File: src/common/pdmm_consts.svh
// Purpose: constants of the program/data memory mapper
// Assumes: 8-bit data space, 12-bit program counter, 13-bit program memory address
// Notes:   offsets are data-space byte addresses
`ifndef PDMM_CONSTS_SVH
`define PDMM_CONSTS_SVH

`define PDMM_ADDR_WINDOW_BASE  8'hC9
`define PDMM_ADDR_PAGE_SELECT  8'hCA
`define PDMM_ADDR_BANK_SELECT  8'hCB
`define PDMM_ADDR_INT_OPTION   8'hC8
`define PDMM_ADDR_SERIAL_DIS   8'hDC
`define PDMM_ADDR_ACCUM        8'hFF
`define PDMM_BANK_TOP          8'h3F
`define PDMM_WIN_LO            8'h40
`define PDMM_WIN_HI            8'h7F
`define PDMM_PTR_LO            8'h80
`define PDMM_PTR_HI            8'h83
`define PDMM_RAM_LO            8'h84
`define PDMM_RAM_HI            8'hBF
`define PDMM_PDATA_LO          8'hC0
`define PDMM_PDATA_HI          8'hC3
`define PDMM_PDIR_LO           8'hC4
`define PDMM_PDIR_HI           8'hC7
`define PDMM_POPT_LO           8'hCC
`define PDMM_POPT_HI           8'hCF
`define PDMM_PC_STATIC_BIT     11
`define PDMM_STATIC_PAGE       2'h1
`define PDMM_BANK1_BIT         3
`define PDMM_BANK2_BIT         4
`define PDMM_STACK_DEPTH       6

`endif

File: src/common/pdmm_pkg.sv
// Purpose: types of the program/data memory mapper
// Assumes: nothing beyond the constants header
// Notes:   region codes drive chip-select style outputs
package pdmm_pkg;
	typedef enum logic [3:0] {
		PDMM_REG_NONE,
		PDMM_REG_RAM_BANK0,
		PDMM_REG_RAM_BANK1,
		PDMM_REG_RAM_BANK2,
		PDMM_REG_ROM_WINDOW,
		PDMM_REG_POINTER,
		PDMM_REG_RAM,
		PDMM_REG_PORT_DATA,
		PDMM_REG_PORT_DIR,
		PDMM_REG_PORT_OPT,
		PDMM_REG_WRITE_ONLY,
		PDMM_REG_ACCUM,
		PDMM_REG_PERIPH
	} pdmm_region_t;

	typedef enum logic [1:0] {
		PDMM_STK_IDLE,
		PDMM_STK_PUSH,
		PDMM_STK_POP
	} pdmm_stack_op_t;
endpackage

File: src/common/pdmm_stack_if.sv
// Purpose: carrier between the mapper and its return-address stack
// Assumes: single core clock
// Notes:   one operation per cycle
`timescale 1ns/1ns
interface pdmm_stack_if;
	pdmm_pkg::pdmm_stack_op_t op;
	logic [11:0]              push_addr;
	logic [11:0]              top_addr;
	logic [2:0]               level;
	modport owner (output op, output push_addr, input top_addr, input level);
	modport stack (input op, input push_addr, output top_addr, output level);
endinterface

File: src/hdl/pdmm_return_stack.sv
// Purpose: six-level stack of 12-bit return addresses
// Assumes: core never pushes when full nor pops when empty
// Notes:   top comes out of a register; overflow drops the push
`timescale 1ns/1ns
`include "pdmm_consts.svh"
module pdmm_return_stack #(
	parameter int DEPTH = `PDMM_STACK_DEPTH
) (
	input  wire logic       core_clk,
	input  wire logic       reset_n,
	pdmm_stack_if.stack     stk
);
	typedef struct packed {
		logic [DEPTH-1:0][11:0] entry;
		logic [2:0]             level;
		logic [11:0]            top;
	} pdmm_stack_state_t;

	pdmm_stack_state_t st;
	pdmm_stack_state_t next_st;

	always_comb begin
		next_st = st;
		unique case (stk.op)
			pdmm_pkg::PDMM_STK_PUSH: begin
				if (st.level < 3'(DEPTH)) begin
					next_st.entry[st.level] = stk.push_addr;
					next_st.level = st.level + 3'h1;
					next_st.top = stk.push_addr;
				end
			end
			pdmm_pkg::PDMM_STK_POP: begin
				if (st.level != 3'h0) begin
					next_st.level = st.level - 3'h1;
					next_st.top = (st.level > 3'h1) ? st.entry[st.level - 3'h2] : 12'h000;
				end
			end
			default: begin
			end
		endcase
	end

	always_ff @(posedge core_clk or negedge reset_n) begin
		if (!reset_n) begin
			st <= '0;
		end else begin
			st <= next_st;
		end
	end

	assign stk.top_addr = st.top;
	assign stk.level    = st.level;
endmodule

File: src/hdl/pdmm_mapper.sv
// Purpose: program paging, data-space ROM window and data-space decode
// Assumes: core addresses are synchronous to core_clk; one access per cycle
// Notes:   page, window and bank registers are not reset (left as in silicon)
`timescale 1ns/1ns
`include "pdmm_consts.svh"
module pdmm_mapper (
	input  wire logic                  core_clk,
	input  wire logic                  reset_n,
	input  wire logic [11:0]           pc_addr,
	input  wire logic [7:0]            data_addr,
	input  wire logic                  data_wr,
	input  wire logic                  data_rd,
	input  wire logic [7:0]            data_wdata,
	input  wire logic                  ext_read_req,
	input  wire logic [12:0]           ext_read_addr,
	input  wire logic                  readout_protect,
	input  wire logic                  call_push,
	input  wire logic                  ret_pop,
	input  wire logic [11:0]           return_addr,
	output logic [12:0]                prog_fetch_addr,
	output logic [12:0]                rom_window_addr,
	output logic                       rom_window_rd,
	output logic [12:0]                ext_mem_addr,
	output logic                       ext_mem_rd,
	output logic                       ext_read_blocked,
	output pdmm_pkg::pdmm_region_t     data_region,
	output logic [1:0]                 ram_bank_sel,
	output logic                       write_only_hit,
	output logic [11:0]                stack_top,
	output logic [2:0]                 stack_level
);
	// ----------------------------------------
	// state
	// ----------------------------------------
	typedef struct packed {
		logic [1:0]              page_select_bits;
		logic [6:0]              window_base_bits;
		logic [1:0]              bank_bits;
		logic [12:0]             fetch_addr;
		logic [12:0]             win_addr;
		logic                    win_rd;
		logic [12:0]             ext_addr;
		logic                    ext_rd;
		logic                    ext_blocked;
		pdmm_pkg::pdmm_region_t  region;
		logic [1:0]              bank_out;
		logic                    wo_hit;
	} pdmm_state_t;

	pdmm_state_t st;
	pdmm_state_t next_st;
	pdmm_stack_if stk ();

	pdmm_return_stack #(.DEPTH(`PDMM_STACK_DEPTH)) u_stack (
		.core_clk (core_clk),
		.reset_n  (reset_n),
		.stk      (stk)
	);

	// ----------------------------------------
	// return stack control
	// ----------------------------------------
	// stack traffic never touches the page register, only the stack
	always_comb begin
		stk.push_addr = return_addr;
		if (call_push) begin
			stk.op = pdmm_pkg::PDMM_STK_PUSH;
		end else if (ret_pop) begin
			stk.op = pdmm_pkg::PDMM_STK_POP;
		end else begin
			stk.op = pdmm_pkg::PDMM_STK_IDLE;
		end
	end

	// ----------------------------------------
	// next state
	// ----------------------------------------
	always_comb begin
		logic [1:0] page;
		logic       in_bank;
		logic       in_window;
		logic       in_pointer;
		logic       in_ram;
		logic       in_port_data;
		logic       in_port_dir;
		logic       in_map_regs;
		logic       in_port_opt;
		logic       in_write_only;

		page          = 2'h0;
		in_bank       = data_addr <= `PDMM_BANK_TOP;
		in_window     = data_addr >= `PDMM_WIN_LO && data_addr <= `PDMM_WIN_HI;
		in_pointer    = data_addr >= `PDMM_PTR_LO && data_addr <= `PDMM_PTR_HI;
		in_ram        = data_addr >= `PDMM_RAM_LO && data_addr <= `PDMM_RAM_HI;
		in_port_data  = data_addr >= `PDMM_PDATA_LO && data_addr <= `PDMM_PDATA_HI;
		in_port_dir   = data_addr >= `PDMM_PDIR_LO && data_addr <= `PDMM_PDIR_HI;
		in_map_regs   = data_addr >= `PDMM_ADDR_INT_OPTION && data_addr <= `PDMM_ADDR_BANK_SELECT;
		in_port_opt   = data_addr >= `PDMM_POPT_LO && data_addr <= `PDMM_POPT_HI;
		in_write_only = in_map_regs || data_addr == `PDMM_ADDR_SERIAL_DIS;
		next_st       = st;


		// ------------------------------------
		// write-only registers: reads fall through untouched
		// ------------------------------------
		if (data_wr && data_addr == `PDMM_ADDR_PAGE_SELECT) begin
			next_st.page_select_bits = data_wdata[1:0];
		end
		if (data_wr && data_addr == `PDMM_ADDR_WINDOW_BASE) begin
			next_st.window_base_bits = data_wdata[6:0];
		end
		if (data_wr && data_addr == `PDMM_ADDR_BANK_SELECT) begin
			next_st.bank_bits = {data_wdata[`PDMM_BANK2_BIT], data_wdata[`PDMM_BANK1_BIT]};
		end

		// ------------------------------------
		// program paging
		// ------------------------------------
		if (pc_addr[`PDMM_PC_STATIC_BIT]) begin
			page = `PDMM_STATIC_PAGE;
		end else begin
			page = st.page_select_bits;
		end
		next_st.fetch_addr = {page, pc_addr[10:0]};

		// ------------------------------------
		// data-space decode
		// ------------------------------------
		// ranges are disjoint; order only sets the unlisted fall-through
		if (in_bank) begin
			if (st.bank_bits[0]) begin
				next_st.region = pdmm_pkg::PDMM_REG_RAM_BANK1;
			end else if (st.bank_bits[1]) begin
				next_st.region = pdmm_pkg::PDMM_REG_RAM_BANK2;
			end else begin
				next_st.region = pdmm_pkg::PDMM_REG_RAM_BANK0;
			end
		end else if (in_window) begin
			next_st.region = pdmm_pkg::PDMM_REG_ROM_WINDOW;
		end else if (in_pointer) begin
			next_st.region = pdmm_pkg::PDMM_REG_POINTER;
		end else if (in_ram) begin
			next_st.region = pdmm_pkg::PDMM_REG_RAM;
		end else if (in_port_data) begin
			next_st.region = pdmm_pkg::PDMM_REG_PORT_DATA;
		end else if (in_port_dir) begin
			next_st.region = pdmm_pkg::PDMM_REG_PORT_DIR;
		end else if (in_map_regs) begin
			next_st.region = pdmm_pkg::PDMM_REG_WRITE_ONLY;
		end else if (in_port_opt) begin
			next_st.region = pdmm_pkg::PDMM_REG_PORT_OPT;
		end else if (data_addr == `PDMM_ADDR_SERIAL_DIS) begin
			next_st.region = pdmm_pkg::PDMM_REG_WRITE_ONLY;
		end else if (data_addr == `PDMM_ADDR_ACCUM) begin
			next_st.region = pdmm_pkg::PDMM_REG_ACCUM;
		end else begin
			next_st.region = pdmm_pkg::PDMM_REG_PERIPH;
		end
		next_st.bank_out = st.bank_bits;
		next_st.wo_hit = (data_rd || data_wr) && in_write_only;

		// ------------------------------------
		// rom window: base above six low address bits, read-only
		// ------------------------------------
		next_st.win_addr = {st.window_base_bits, data_addr[5:0]};
		next_st.win_rd = data_rd && in_window;

		// ------------------------------------
		// external readout, gated by protection option
		// ------------------------------------
		next_st.ext_addr = ext_read_addr;
		next_st.ext_rd = ext_read_req && !readout_protect;
		next_st.ext_blocked = ext_read_req && readout_protect;
	end

	// ----------------------------------------
	// registers
	// ----------------------------------------
	// mapping registers deliberately outside reset: software must load them
	always_ff @(posedge core_clk or negedge reset_n) begin
		if (!reset_n) begin
			// page, window and bank bits keep whatever they held
			st.fetch_addr  <= 13'h0000;
			st.win_addr    <= 13'h0000;
			st.win_rd      <= 1'b0;
			st.ext_addr    <= 13'h0000;
			st.ext_rd      <= 1'b0;
			st.ext_blocked <= 1'b0;
			st.region      <= pdmm_pkg::PDMM_REG_NONE;
			st.bank_out    <= 2'h0;
			st.wo_hit      <= 1'b0;
		end else begin
			st.page_select_bits <= next_st.page_select_bits;
			st.window_base_bits <= next_st.window_base_bits;
			st.bank_bits        <= next_st.bank_bits;
			st.fetch_addr       <= next_st.fetch_addr;
			st.win_addr         <= next_st.win_addr;
			st.win_rd           <= next_st.win_rd;
			st.ext_addr         <= next_st.ext_addr;
			st.ext_rd           <= next_st.ext_rd;
			st.ext_blocked      <= next_st.ext_blocked;
			st.region           <= next_st.region;
			st.bank_out         <= next_st.bank_out;
			st.wo_hit           <= next_st.wo_hit;
		end
	end

	// ----------------------------------------
	// outputs
	// ----------------------------------------
	assign prog_fetch_addr  = st.fetch_addr;
	assign rom_window_addr  = st.win_addr;
	assign rom_window_rd    = st.win_rd;
	assign ext_mem_addr     = st.ext_addr;
	assign ext_mem_rd       = st.ext_rd;
	assign ext_read_blocked = st.ext_blocked;
	assign data_region      = st.region;
	assign ram_bank_sel     = st.bank_out;
	assign write_only_hit   = st.wo_hit;
	assign stack_top        = stk.top_addr;
	assign stack_level      = stk.level;
endmodule

File: config.mk
export PLATFORM = sky130hd
export DESIGN_NAME = pdmm_mapper
export DESIGN_NICKNAME = d
export VERILOG_FILES = /design/src/common/pdmm_pkg.sv /design/src/common/pdmm_stack_if.sv /design/src/hdl/pdmm_return_stack.sv /design/src/hdl/pdmm_mapper.sv
export VERILOG_INCLUDE_DIRS = /design/src /design/src/common
export SDC_FILE = /design/constraint.sdc
export NUM_CORES = 1
export LEC_CHECK = 0
export ABC_AREA = 1
export BUFFER_PORTS_ARGS = -buffer_cell sky130_fd_sc_hd__buf_2
export CORE_MARGIN = 2
export CORE_UTILIZATION = 58
export CTS_BUF_LIST = sky130_fd_sc_hd__clkbuf_4
export CTS_CLUSTER_DIAMETER = 150
export CTS_CLUSTER_SIZE = 30
export DETAILED_ROUTE_END_ITERATION = 6
export PLACE_DENSITY = 0.83
export SYNTH_ARGS = -nofsm -noshare
export SYNTH_HDL_FRONTEND = slang
export SYNTH_SLANG_ARGS = --single-unit
File: constraint.sdc
create_clock -name core_clk -period 2 [get_ports core_clk]
set_input_delay 0.4 -clock core_clk [delete_from_list [all_inputs] [get_ports core_clk]]
set_output_delay 0.4 -clock core_clk [all_outputs]
set_load 0.02 [all_outputs]
==> impl_results.md, run 1 <==
* Clock buffer depth at 2
* RePlAce Congestion at 0.8512
* Critical path launch point: u_stack.stk.level[1]$_DFFE_PN0P_
* Die width at 111.0 um
* Fin nets at 843
* WHS at -0.04743 ns
* CP Launch Type: flip-flop
* ANT nets after route at 0
* Setup Skew at 0.02162 ns
* Core Area at 11,270 um^2
* Vias per std cell at 5.465
* Grt ovf at 0
* Combinational share of power at 39.4%
* Die area at 12,320 um^2
* Max Clock Freq at 537.5 MHz
* Mapped Cells at 673
* Final core occ at 66.69%
* Final wirelength at 15.73 mm
* Final period demand of the worst path at 1.860 ns
* Post-synth top cells: nand2_1, dfrtp_1, buf_4
* Top cells by area, synth: dfrtp_1, nand2_1, buf_4
* Worst-Margin Slew at 0.7278 ns
* Die Height at 111.0 um
* Setup TNS at 0 ns
* I/O pin cnt at 125
* Initial antenna violation count at 0
* Grt met3 use at 8.147%
* Clk pwr share at 19.0%
* Seq cells post-synth at 147
* Mapped cell area at 6643 um^2
* Sw Pwr at 4.203 mW
* Sw frac at 40.67%
* Most Crowded Layer GR: met2
* Rows at 39
* Tcrit/Tclk final at 93.02%
* Reg power frac at 41.5%
* Largest net degree at the start of global routing at 137
* GRT Resource Usage Total at 26.94%
* Placed cells at 862
* Initial Util at 58.93%
* FF-to-FF Start: u_stack.stk.level[1]$_DFFE_PN0P_
* Setup-violating endpoint count in the final report at 0
* Unrepaired setup endpoints after global routing: false
* Fillers at 813
* Int Pwr at 6.131 mW
* Met1 usage at 30.90%
* Syn Area/Cell at 9.870 um^2
* Share of layout cells above drive strength 1 at 27.06%
* Diodes inserted at 0
* Finished Layout Cells at 930
* Leading area contributor after synthesis: dfrtp_1
* Number of synthesized flops with an enable pin at 11
* Post-route worst setup slack at 0.1397 ns
* Asr flop ratio synth at 92.52%
* DRC at 0
* TritonCTS clock tree: built
* Pwr Density at 1375 nW/um^2
* Area Growth Syn to Fin at 13.17%
* Met2 Track Usage GR at 46.54%
* Global-route wire length before repair at 25.81 mm
* Post-synth cell types at 36
* CP required at 2.44 ns
* Clk_lat worst skew at 0.55 ns
* Failing checks: negative hold slack
* Register area share after synthesis at 56.21%
* Drt first pass iters at 6
* Port Buffers at 123
* CTS Buf Count at 17
* Max cap viols at 0
* Critical path arrival at 2.30 ns
* Synth Warn # at 0
* Max Transition Viols Final at 0
* Top_reg_cell synth: dfrtp_1
* Root Buffer: clkbuf_4
* CP Class: reg -> reg
* Post-CTS Setup Inserts at 0
* H-tree levels at 4
* Status: complete, but fails checks
* Syn nets at 742
* Cell with the most instances after synthesis: nand2_1
* Hold Crit Class: in -> async
* Initial DRC count at 476
* Clk slew on worst S/H paths at 0.13 ns
* CTS sink count at 147
* Peak supply drop at 1297 uV
* Detail Placement HPWL at 9.238 mm
* Worst slew margin at 51.48%
* Dpl ws at 0.1756 ns
* WL per Instance at 16.91 um
* Critical Path Sink Type: flip-flop
* Leak at 3.671 nW
* Vias at 5,082
* Share of the synthesized area in the top cell type at 51.23%
* CP Max Fanout at 24
* Vias in the first global route at 5,264
* Final Hold Fails at 33
## final timing paths
| check | end | slack, ns | depth (start not counted) |
|---|---|---|---|
| setup / recovery | u_stack.st[42]$_DFFE_PN0P_ | 0.14 | 5 |
| hold reg to reg | rom_window_addr[11]$_DFF_PN0_ | 0.37 | 0 |
| setup reg to reg | u_stack.st[42]$_DFFE_PN0P_ | 0.14 | 5 |
| hold / removal | u_stack.st[83]$_DFFE_PN0P_ | -0.05 | 2 |
| min in group core_clk | next_st[34]$_DFFE_PP_ | 0.04 | 1 |
| max in group asynchronous | rom_window_addr[5]$_DFF_PN0_ | 1.50 | 2 |
## per-layer routing
| layer | share of wire, % | vias to the layer above | routed length (um) |
|---|---|---|---|
| li1 | - | 2340 | - |
| met5 | 0 | - | 0 |
| met1 | 37 | 2433 | 5777 |
| met2 | 51 | 258 | 8019 |
| met3 | 8.7 | 51 | 1368 |
| met4 | 3.6 | 0 | 562 |
## sequential cells by signal, summed over array words and instances, names as in the netlist, 3 cells and up
| signal | count |
|---|---|
| u_stack.st | 72 |
| data_region | 4 |
| rom_window_addr | 13 |
| prog_fetch_addr | 13 |
| u_stack.stk.level | 3 |
| u_stack.stk.top_addr | 12 |
| next_st | 9 |
| ext_mem_addr | 13 |
## worst max-delay path: stages, from the launching register on
cell	delay, ns
dfrtp_1	0.47
ha_1	0.34
nor2_8	0.27
nand3_4	0.38
nand2_1	0.22
o21ai_2	0.06
## stage by stage
stage | cell area (um^2) | power (mW)
floorplan | 6643 | 7.520
global placement | 6849 | 8.068
detailed placement | 6849 | 8.299
CTS | 7505 | 10.31
global route | 7517 | 11.02
finish | 7517 | 10.33
## layout make-up
| cell class | count | area (um^2) | share of cell area (%) |
|---|---|---|---|
| clock buffers | 17 | 127.6 | 1.698 |
| clock inverters | 15 | 177.7 | 2.364 |
| inverters | 38 | 147.6 | 1.964 |
| multi-input cells | 398 | 2059 | 27.40 |
| flip-flops and latches | 147 | 3734 | 49.67 |
| well taps | 143 | 178.9 | 2.380 |
| repair buffers | 172 | 1092 | 14.53 |
## cell families (layout without fill, tap and decap cells)
group           count (synthesis)  count (layout)  share of synthesized area [%]
flops                         147             147                          56.21
xor+xnor                        3               3                         0.3956
fa+ha+maj                       8               8                          1.507
buf+inv                       128             242                          12.79
simple gates                  259             259                          17.25
compound gates                128             128                          11.85
## timing repair
| action | 4_1_cts | 5_1_grt |
|---|---|---|
| gates resized for setup | 0 | 2 |
| endpoints found under the setup margin | 0 | 4 |
| endpoints found under the hold margin | 36 | 2 |
| hold buffers | 35 | 1 |
## power groups by stage
stage / logic (mW) / clock network, mW / registers [mW]
CTS: 4.04 / 1.99 / 4.28
finish: 4.07 / 1.97 / 4.29
detailed placement: 3.96 / 0 / 4.34
global route: 4.52 / 2.11 / 4.38
global placement: 3.78 / 0 / 4.29
floorplan: 3.29 / 0 / 4.23
## placed cells by master (no fill, tap or decap), types with 3 or more instances in the layout
cell | synthesis | routed
o21ai_2 | 32 | 32
clkinvlp_4 | 0 | 3
o21ai_1 | 38 | 38
nand4_1 | 4 | 4
dfrtp_1 | 136 | 136
clkbuf_4 | 0 | 17
buf_2 | 10 | 122
nor2_1 | 38 | 38
nand3_1 | 38 | 38
nand2_1 | 164 | 164
inv_1 | 35 | 35
buf_4 | 61 | 12
o21ai_0 | 26 | 26
ha_1 | 8 | 8
bufinv_16 | 0 | 3
inv_6 | 0 | 4
nand3_4 | 5 | 5
a21oi_1 | 26 | 26
dlygate4sd3_1 | 0 | 36
edfxtp_1 | 11 | 11
(Power assumes the default switching activity.)
==> inputs of run 2 (changes only) <==
--- a/config.mk
+++ b/config.mk
@@ -14,7 +14,7 @@
 export CTS_CLUSTER_DIAMETER = 150
 export CTS_CLUSTER_SIZE = 30
 export DETAILED_ROUTE_END_ITERATION = 6
-export PLACE_DENSITY = 0.83
+export PLACE_DENSITY_LB_ADDON = 0.3
 export SYNTH_ARGS = -nofsm -noshare
 export SYNTH_HDL_FRONTEND = slang
 export SYNTH_SLANG_ARGS = --single-unit
==> run 2 against run 1 <==
The run still ends with negative hold slack left. Clock-buffer cell count is 3 higher. Non-clock buffer count stayed put. Register-to-register slack better by 0.08 ns. Routed wire length is 6.1% lower. Clock power is 10% lower. Sequential share of layout area is 0.23 points higher. Via count is 4.2% lower. Sequential power hardly changed. Critical path type is now reg -> out. Critical endpoint is now stack_level[0].
==> impl_results.md, run 2 (synthesized netlist as in run 1, its figures left out) <==
* Rows at 39 (unchanged)
* Share of layout cells above drive strength 1 at 26.94% (was 27.06%)
* WHS at -0.02315 ns (was -0.04743 ns)
* Combinational share of power at 40.0% (was 39.4%)
* Initial Util at 58.93% (unchanged)
* Worst-Margin Slew at 0.7162 ns (was 0.7278 ns)
* Setup Skew at 0.01685 ns (was 0.02162 ns)
* RePlAce Congestion at 0.8522 (was 0.8512)
* Cell family with most CP delay: buffers and inverters (was simple AND/OR/NAND/NOR gates)
* I/O pin cnt at 125 (unchanged)
* Drt first pass iters at 5 (was 6)
* Hold Crit Class: in -> async (unchanged)
* Max Clock Freq at 526.4 MHz (was 537.5 MHz)
* Stages on the worst setup path at 2 (was 5)
* Clock buffer depth at 2 (unchanged)
* CP Launch Type: flip-flop (unchanged)
* Die area at 12,320 um^2 (unchanged)
* Vias in the first global route at 4,902 (was 5,264)
* Die Height at 111.0 um (unchanged)
* Clk pwr share at 17.6% (was 19.0%)
* Initial antenna violation count at 0 (unchanged)
* Critical Path, Cell by Cell: buf_8 -> buf_2 (was ha_1 -> nor2_8 -> nand3_4 -> nand2_1 -> o21ai_2)
* CP required at 1.60 ns (was 2.44 ns)
* Clk slew on worst S/H paths at 0.12 ns (was 0.13 ns)
* Fillers at 898 (was 813)
* Root Buffer: clkbuf_4 (unchanged)
* Leak at 3.664 nW (was 3.671 nW)
* Area post-placement at 6849 um^2 (unchanged)
* Final period demand of the worst path at 1.900 ns (was 1.860 ns)
* CP Buf/Inv Count at 2 (was 0)
* Post-CTS Setup Inserts at 0 (unchanged)
* Diodes inserted at 0 (unchanged)
* CP Class: reg -> out (was reg -> reg)
* Vias at 4,871 (was 5,082)
* Vias per std cell at 5.238 (was 5.465)
* Reg power frac at 42.4% (was 41.5%)
* Final Hold Fails at 10 (was 33)
* ANT nets after route at 0 (unchanged)
* Placed cells at 862 (unchanged)
* Most frequent cells in the layout: nand2_1, dfrtp_1, buf_2 (unchanged)
* Grt ovf at 0 (unchanged)
* WL per Instance at 15.89 um (was 16.91 um)
* Pwr Density at 1345 nW/um^2 (was 1375 nW/um^2)
* Int Pwr at 6.034 mW (was 6.131 mW)
* Port Buffers at 123 (unchanged)
* Initial DRC count at 363 (was 476)
* Tcrit/Tclk final at 94.98% (was 93.02%)
* Largest net degree at the start of global routing at 137 (unchanged)
* Worst slew margin at 52.26% (was 51.48%)
* Area Growth Syn to Fin at 12.64% (was 13.17%)
* TritonCTS clock tree: built (unchanged)
* Final wirelength at 14.77 mm (was 15.73 mm)
* FF-to-FF Start: u_stack.stk.level[2]$_DFFE_PN0P_ (was u_stack.stk.level[1]$_DFFE_PN0P_)
* Final instance area at 7482 um^2 (was 7517 um^2)
* Clk_lat worst skew at 0.52 ns (was 0.55 ns)
* R2R depth at 9 (was 5)
* Fin nets at 843 (unchanged)
* Critical Path Sink Type: output port (was flip-flop)
* Crit path largest cell delay at 0.47 ns (about the same)
* Final core occ at 66.38% (was 66.69%)
* GRT Resource Usage Total at 24.99% (was 26.94%)
* Status: complete, but fails checks (unchanged)
* Setup-violating endpoint count in the final report at 0 (unchanged)
* Max cap viols at 0 (unchanged)
* CP Max Fanout at 36 (was 24)
* Core Area at 11,270 um^2 (unchanged)
* R2R Setup Slk at 0.22 ns (was 0.14 ns)
* Max Transition Viols Final at 0 (unchanged)
* CP max-delay cell: dfrtp_1 (unchanged)
* CTS Buf Count at 17 (unchanged)
* CTS sink count at 147 (unchanged)
* Sw Pwr at 4.031 mW (was 4.203 mW)
* Largest Register: u_stack.st (unchanged)
* DRC at 0 (unchanged)
* Failing checks: negative hold slack (unchanged)
* Finished Layout Cells at 930 (unchanged)
* Sw frac at 40.05% (was 40.67%)
* Die width at 111.0 um (unchanged)
* Critical path arrival at 1.50 ns (was 2.30 ns)
* Global-route wire length before repair at 24.05 mm (was 25.81 mm)
* Commonest non-fill, non-tap cell in the layout: nand2_1 (unchanged)
* Setup TNS at 0 ns (unchanged)
* Peak supply drop at 1214 uV (was 1297 uV)
* Critical path launch point: u_stack.stk.level[0]$_DFFE_PN0P_ (was u_stack.stk.level[1]$_DFFE_PN0P_)
* Detail Placement HPWL at 8.894 mm (was 9.238 mm)
* H-tree levels at 4 (unchanged)
* Max reg flops at 72 (unchanged)
==> run 2: cell count changes in the layout (fill, tap and decap cells not counted), sizes merged <==
cell,change
bufinv,-1
clkinv,+2
clkinvlp,-1
inv,-3
clkbuf,+3
==> run 2: worst paths after layout <==
path | end
setup / recovery | stack_level[0]
hold / removal | u_stack.st[26]$_DFFE_PN0P_
setup reg to reg | u_stack.stk.top_addr[11]$_DFFE_PN0P_
hold reg to reg | rom_window_addr[11]$_DFF_PN0_
max in group asynchronous | u_stack.st[85]$_DFFE_PN0P_
min in group core_clk | next_st[30]$_DFFE_PP_
==> run 2: timing repair <==
item / in CTS / in global routing
gates cloned: 0 / 0
pin swaps: 0 / 0
endpoints found under the setup margin: 1 / 1
hold endpoints to repair: 34 / 3
hold buffers: 34 / 2
gates resized for setup: 1 / 1
==> run 2: power groups by stage <==
| stage | Combinational (mW) | Clock, mW | Sequential (mW) |
|---|---|---|---|
| 2_1_floorplan | 3.29 | 0 | 4.23 |
| 3_3_place_gp | 3.84 | 0 | 4.27 |
| 3_5_place_dp | 3.95 | 0 | 4.31 |
| 4_1_cts | 4.02 | 1.81 | 4.25 |
| 5_1_grt | 4.48 | 1.96 | 4.36 |
| 6_report | 4.03 | 1.77 | 4.27 |
==> run 2: layout make-up <==
type                    count  area (um^2)  area share (%)
flip-flops and latches    147         3734           49.90
multi-input cells         398         2059           27.53
repair buffers            172         1100           14.70
well taps                 143        178.9           2.391
clock buffers              20        150.1           2.007
inverters                  38        145.1           1.940
clock inverters            12        115.1           1.538
==> run 2: metrics by stage <==
step	worst slack (ns)	total power, mW	hold slack [ns]
CTS	0.04480	10.09	0.01134
detailed placement	0.2646	8.264	0.3431
global route	-0.002980	10.81	0.002152
floorplan	0.003995	7.520	0.1044
global placement	0.2974	8.105	0.3320
finish	0.1005	10.06	-0.02315
==> run 2: metal layers <==
layer	global-route usage, %	up-vias	wire length (um)	share of wire [%]
met5	0	-	0	0
met4	8.724	0	295	2.0
met3	6.944	24	968	6.6
met2	41.88	196	7329	50
met1	31.53	2325	6179	42
li1	-	2326	-	-
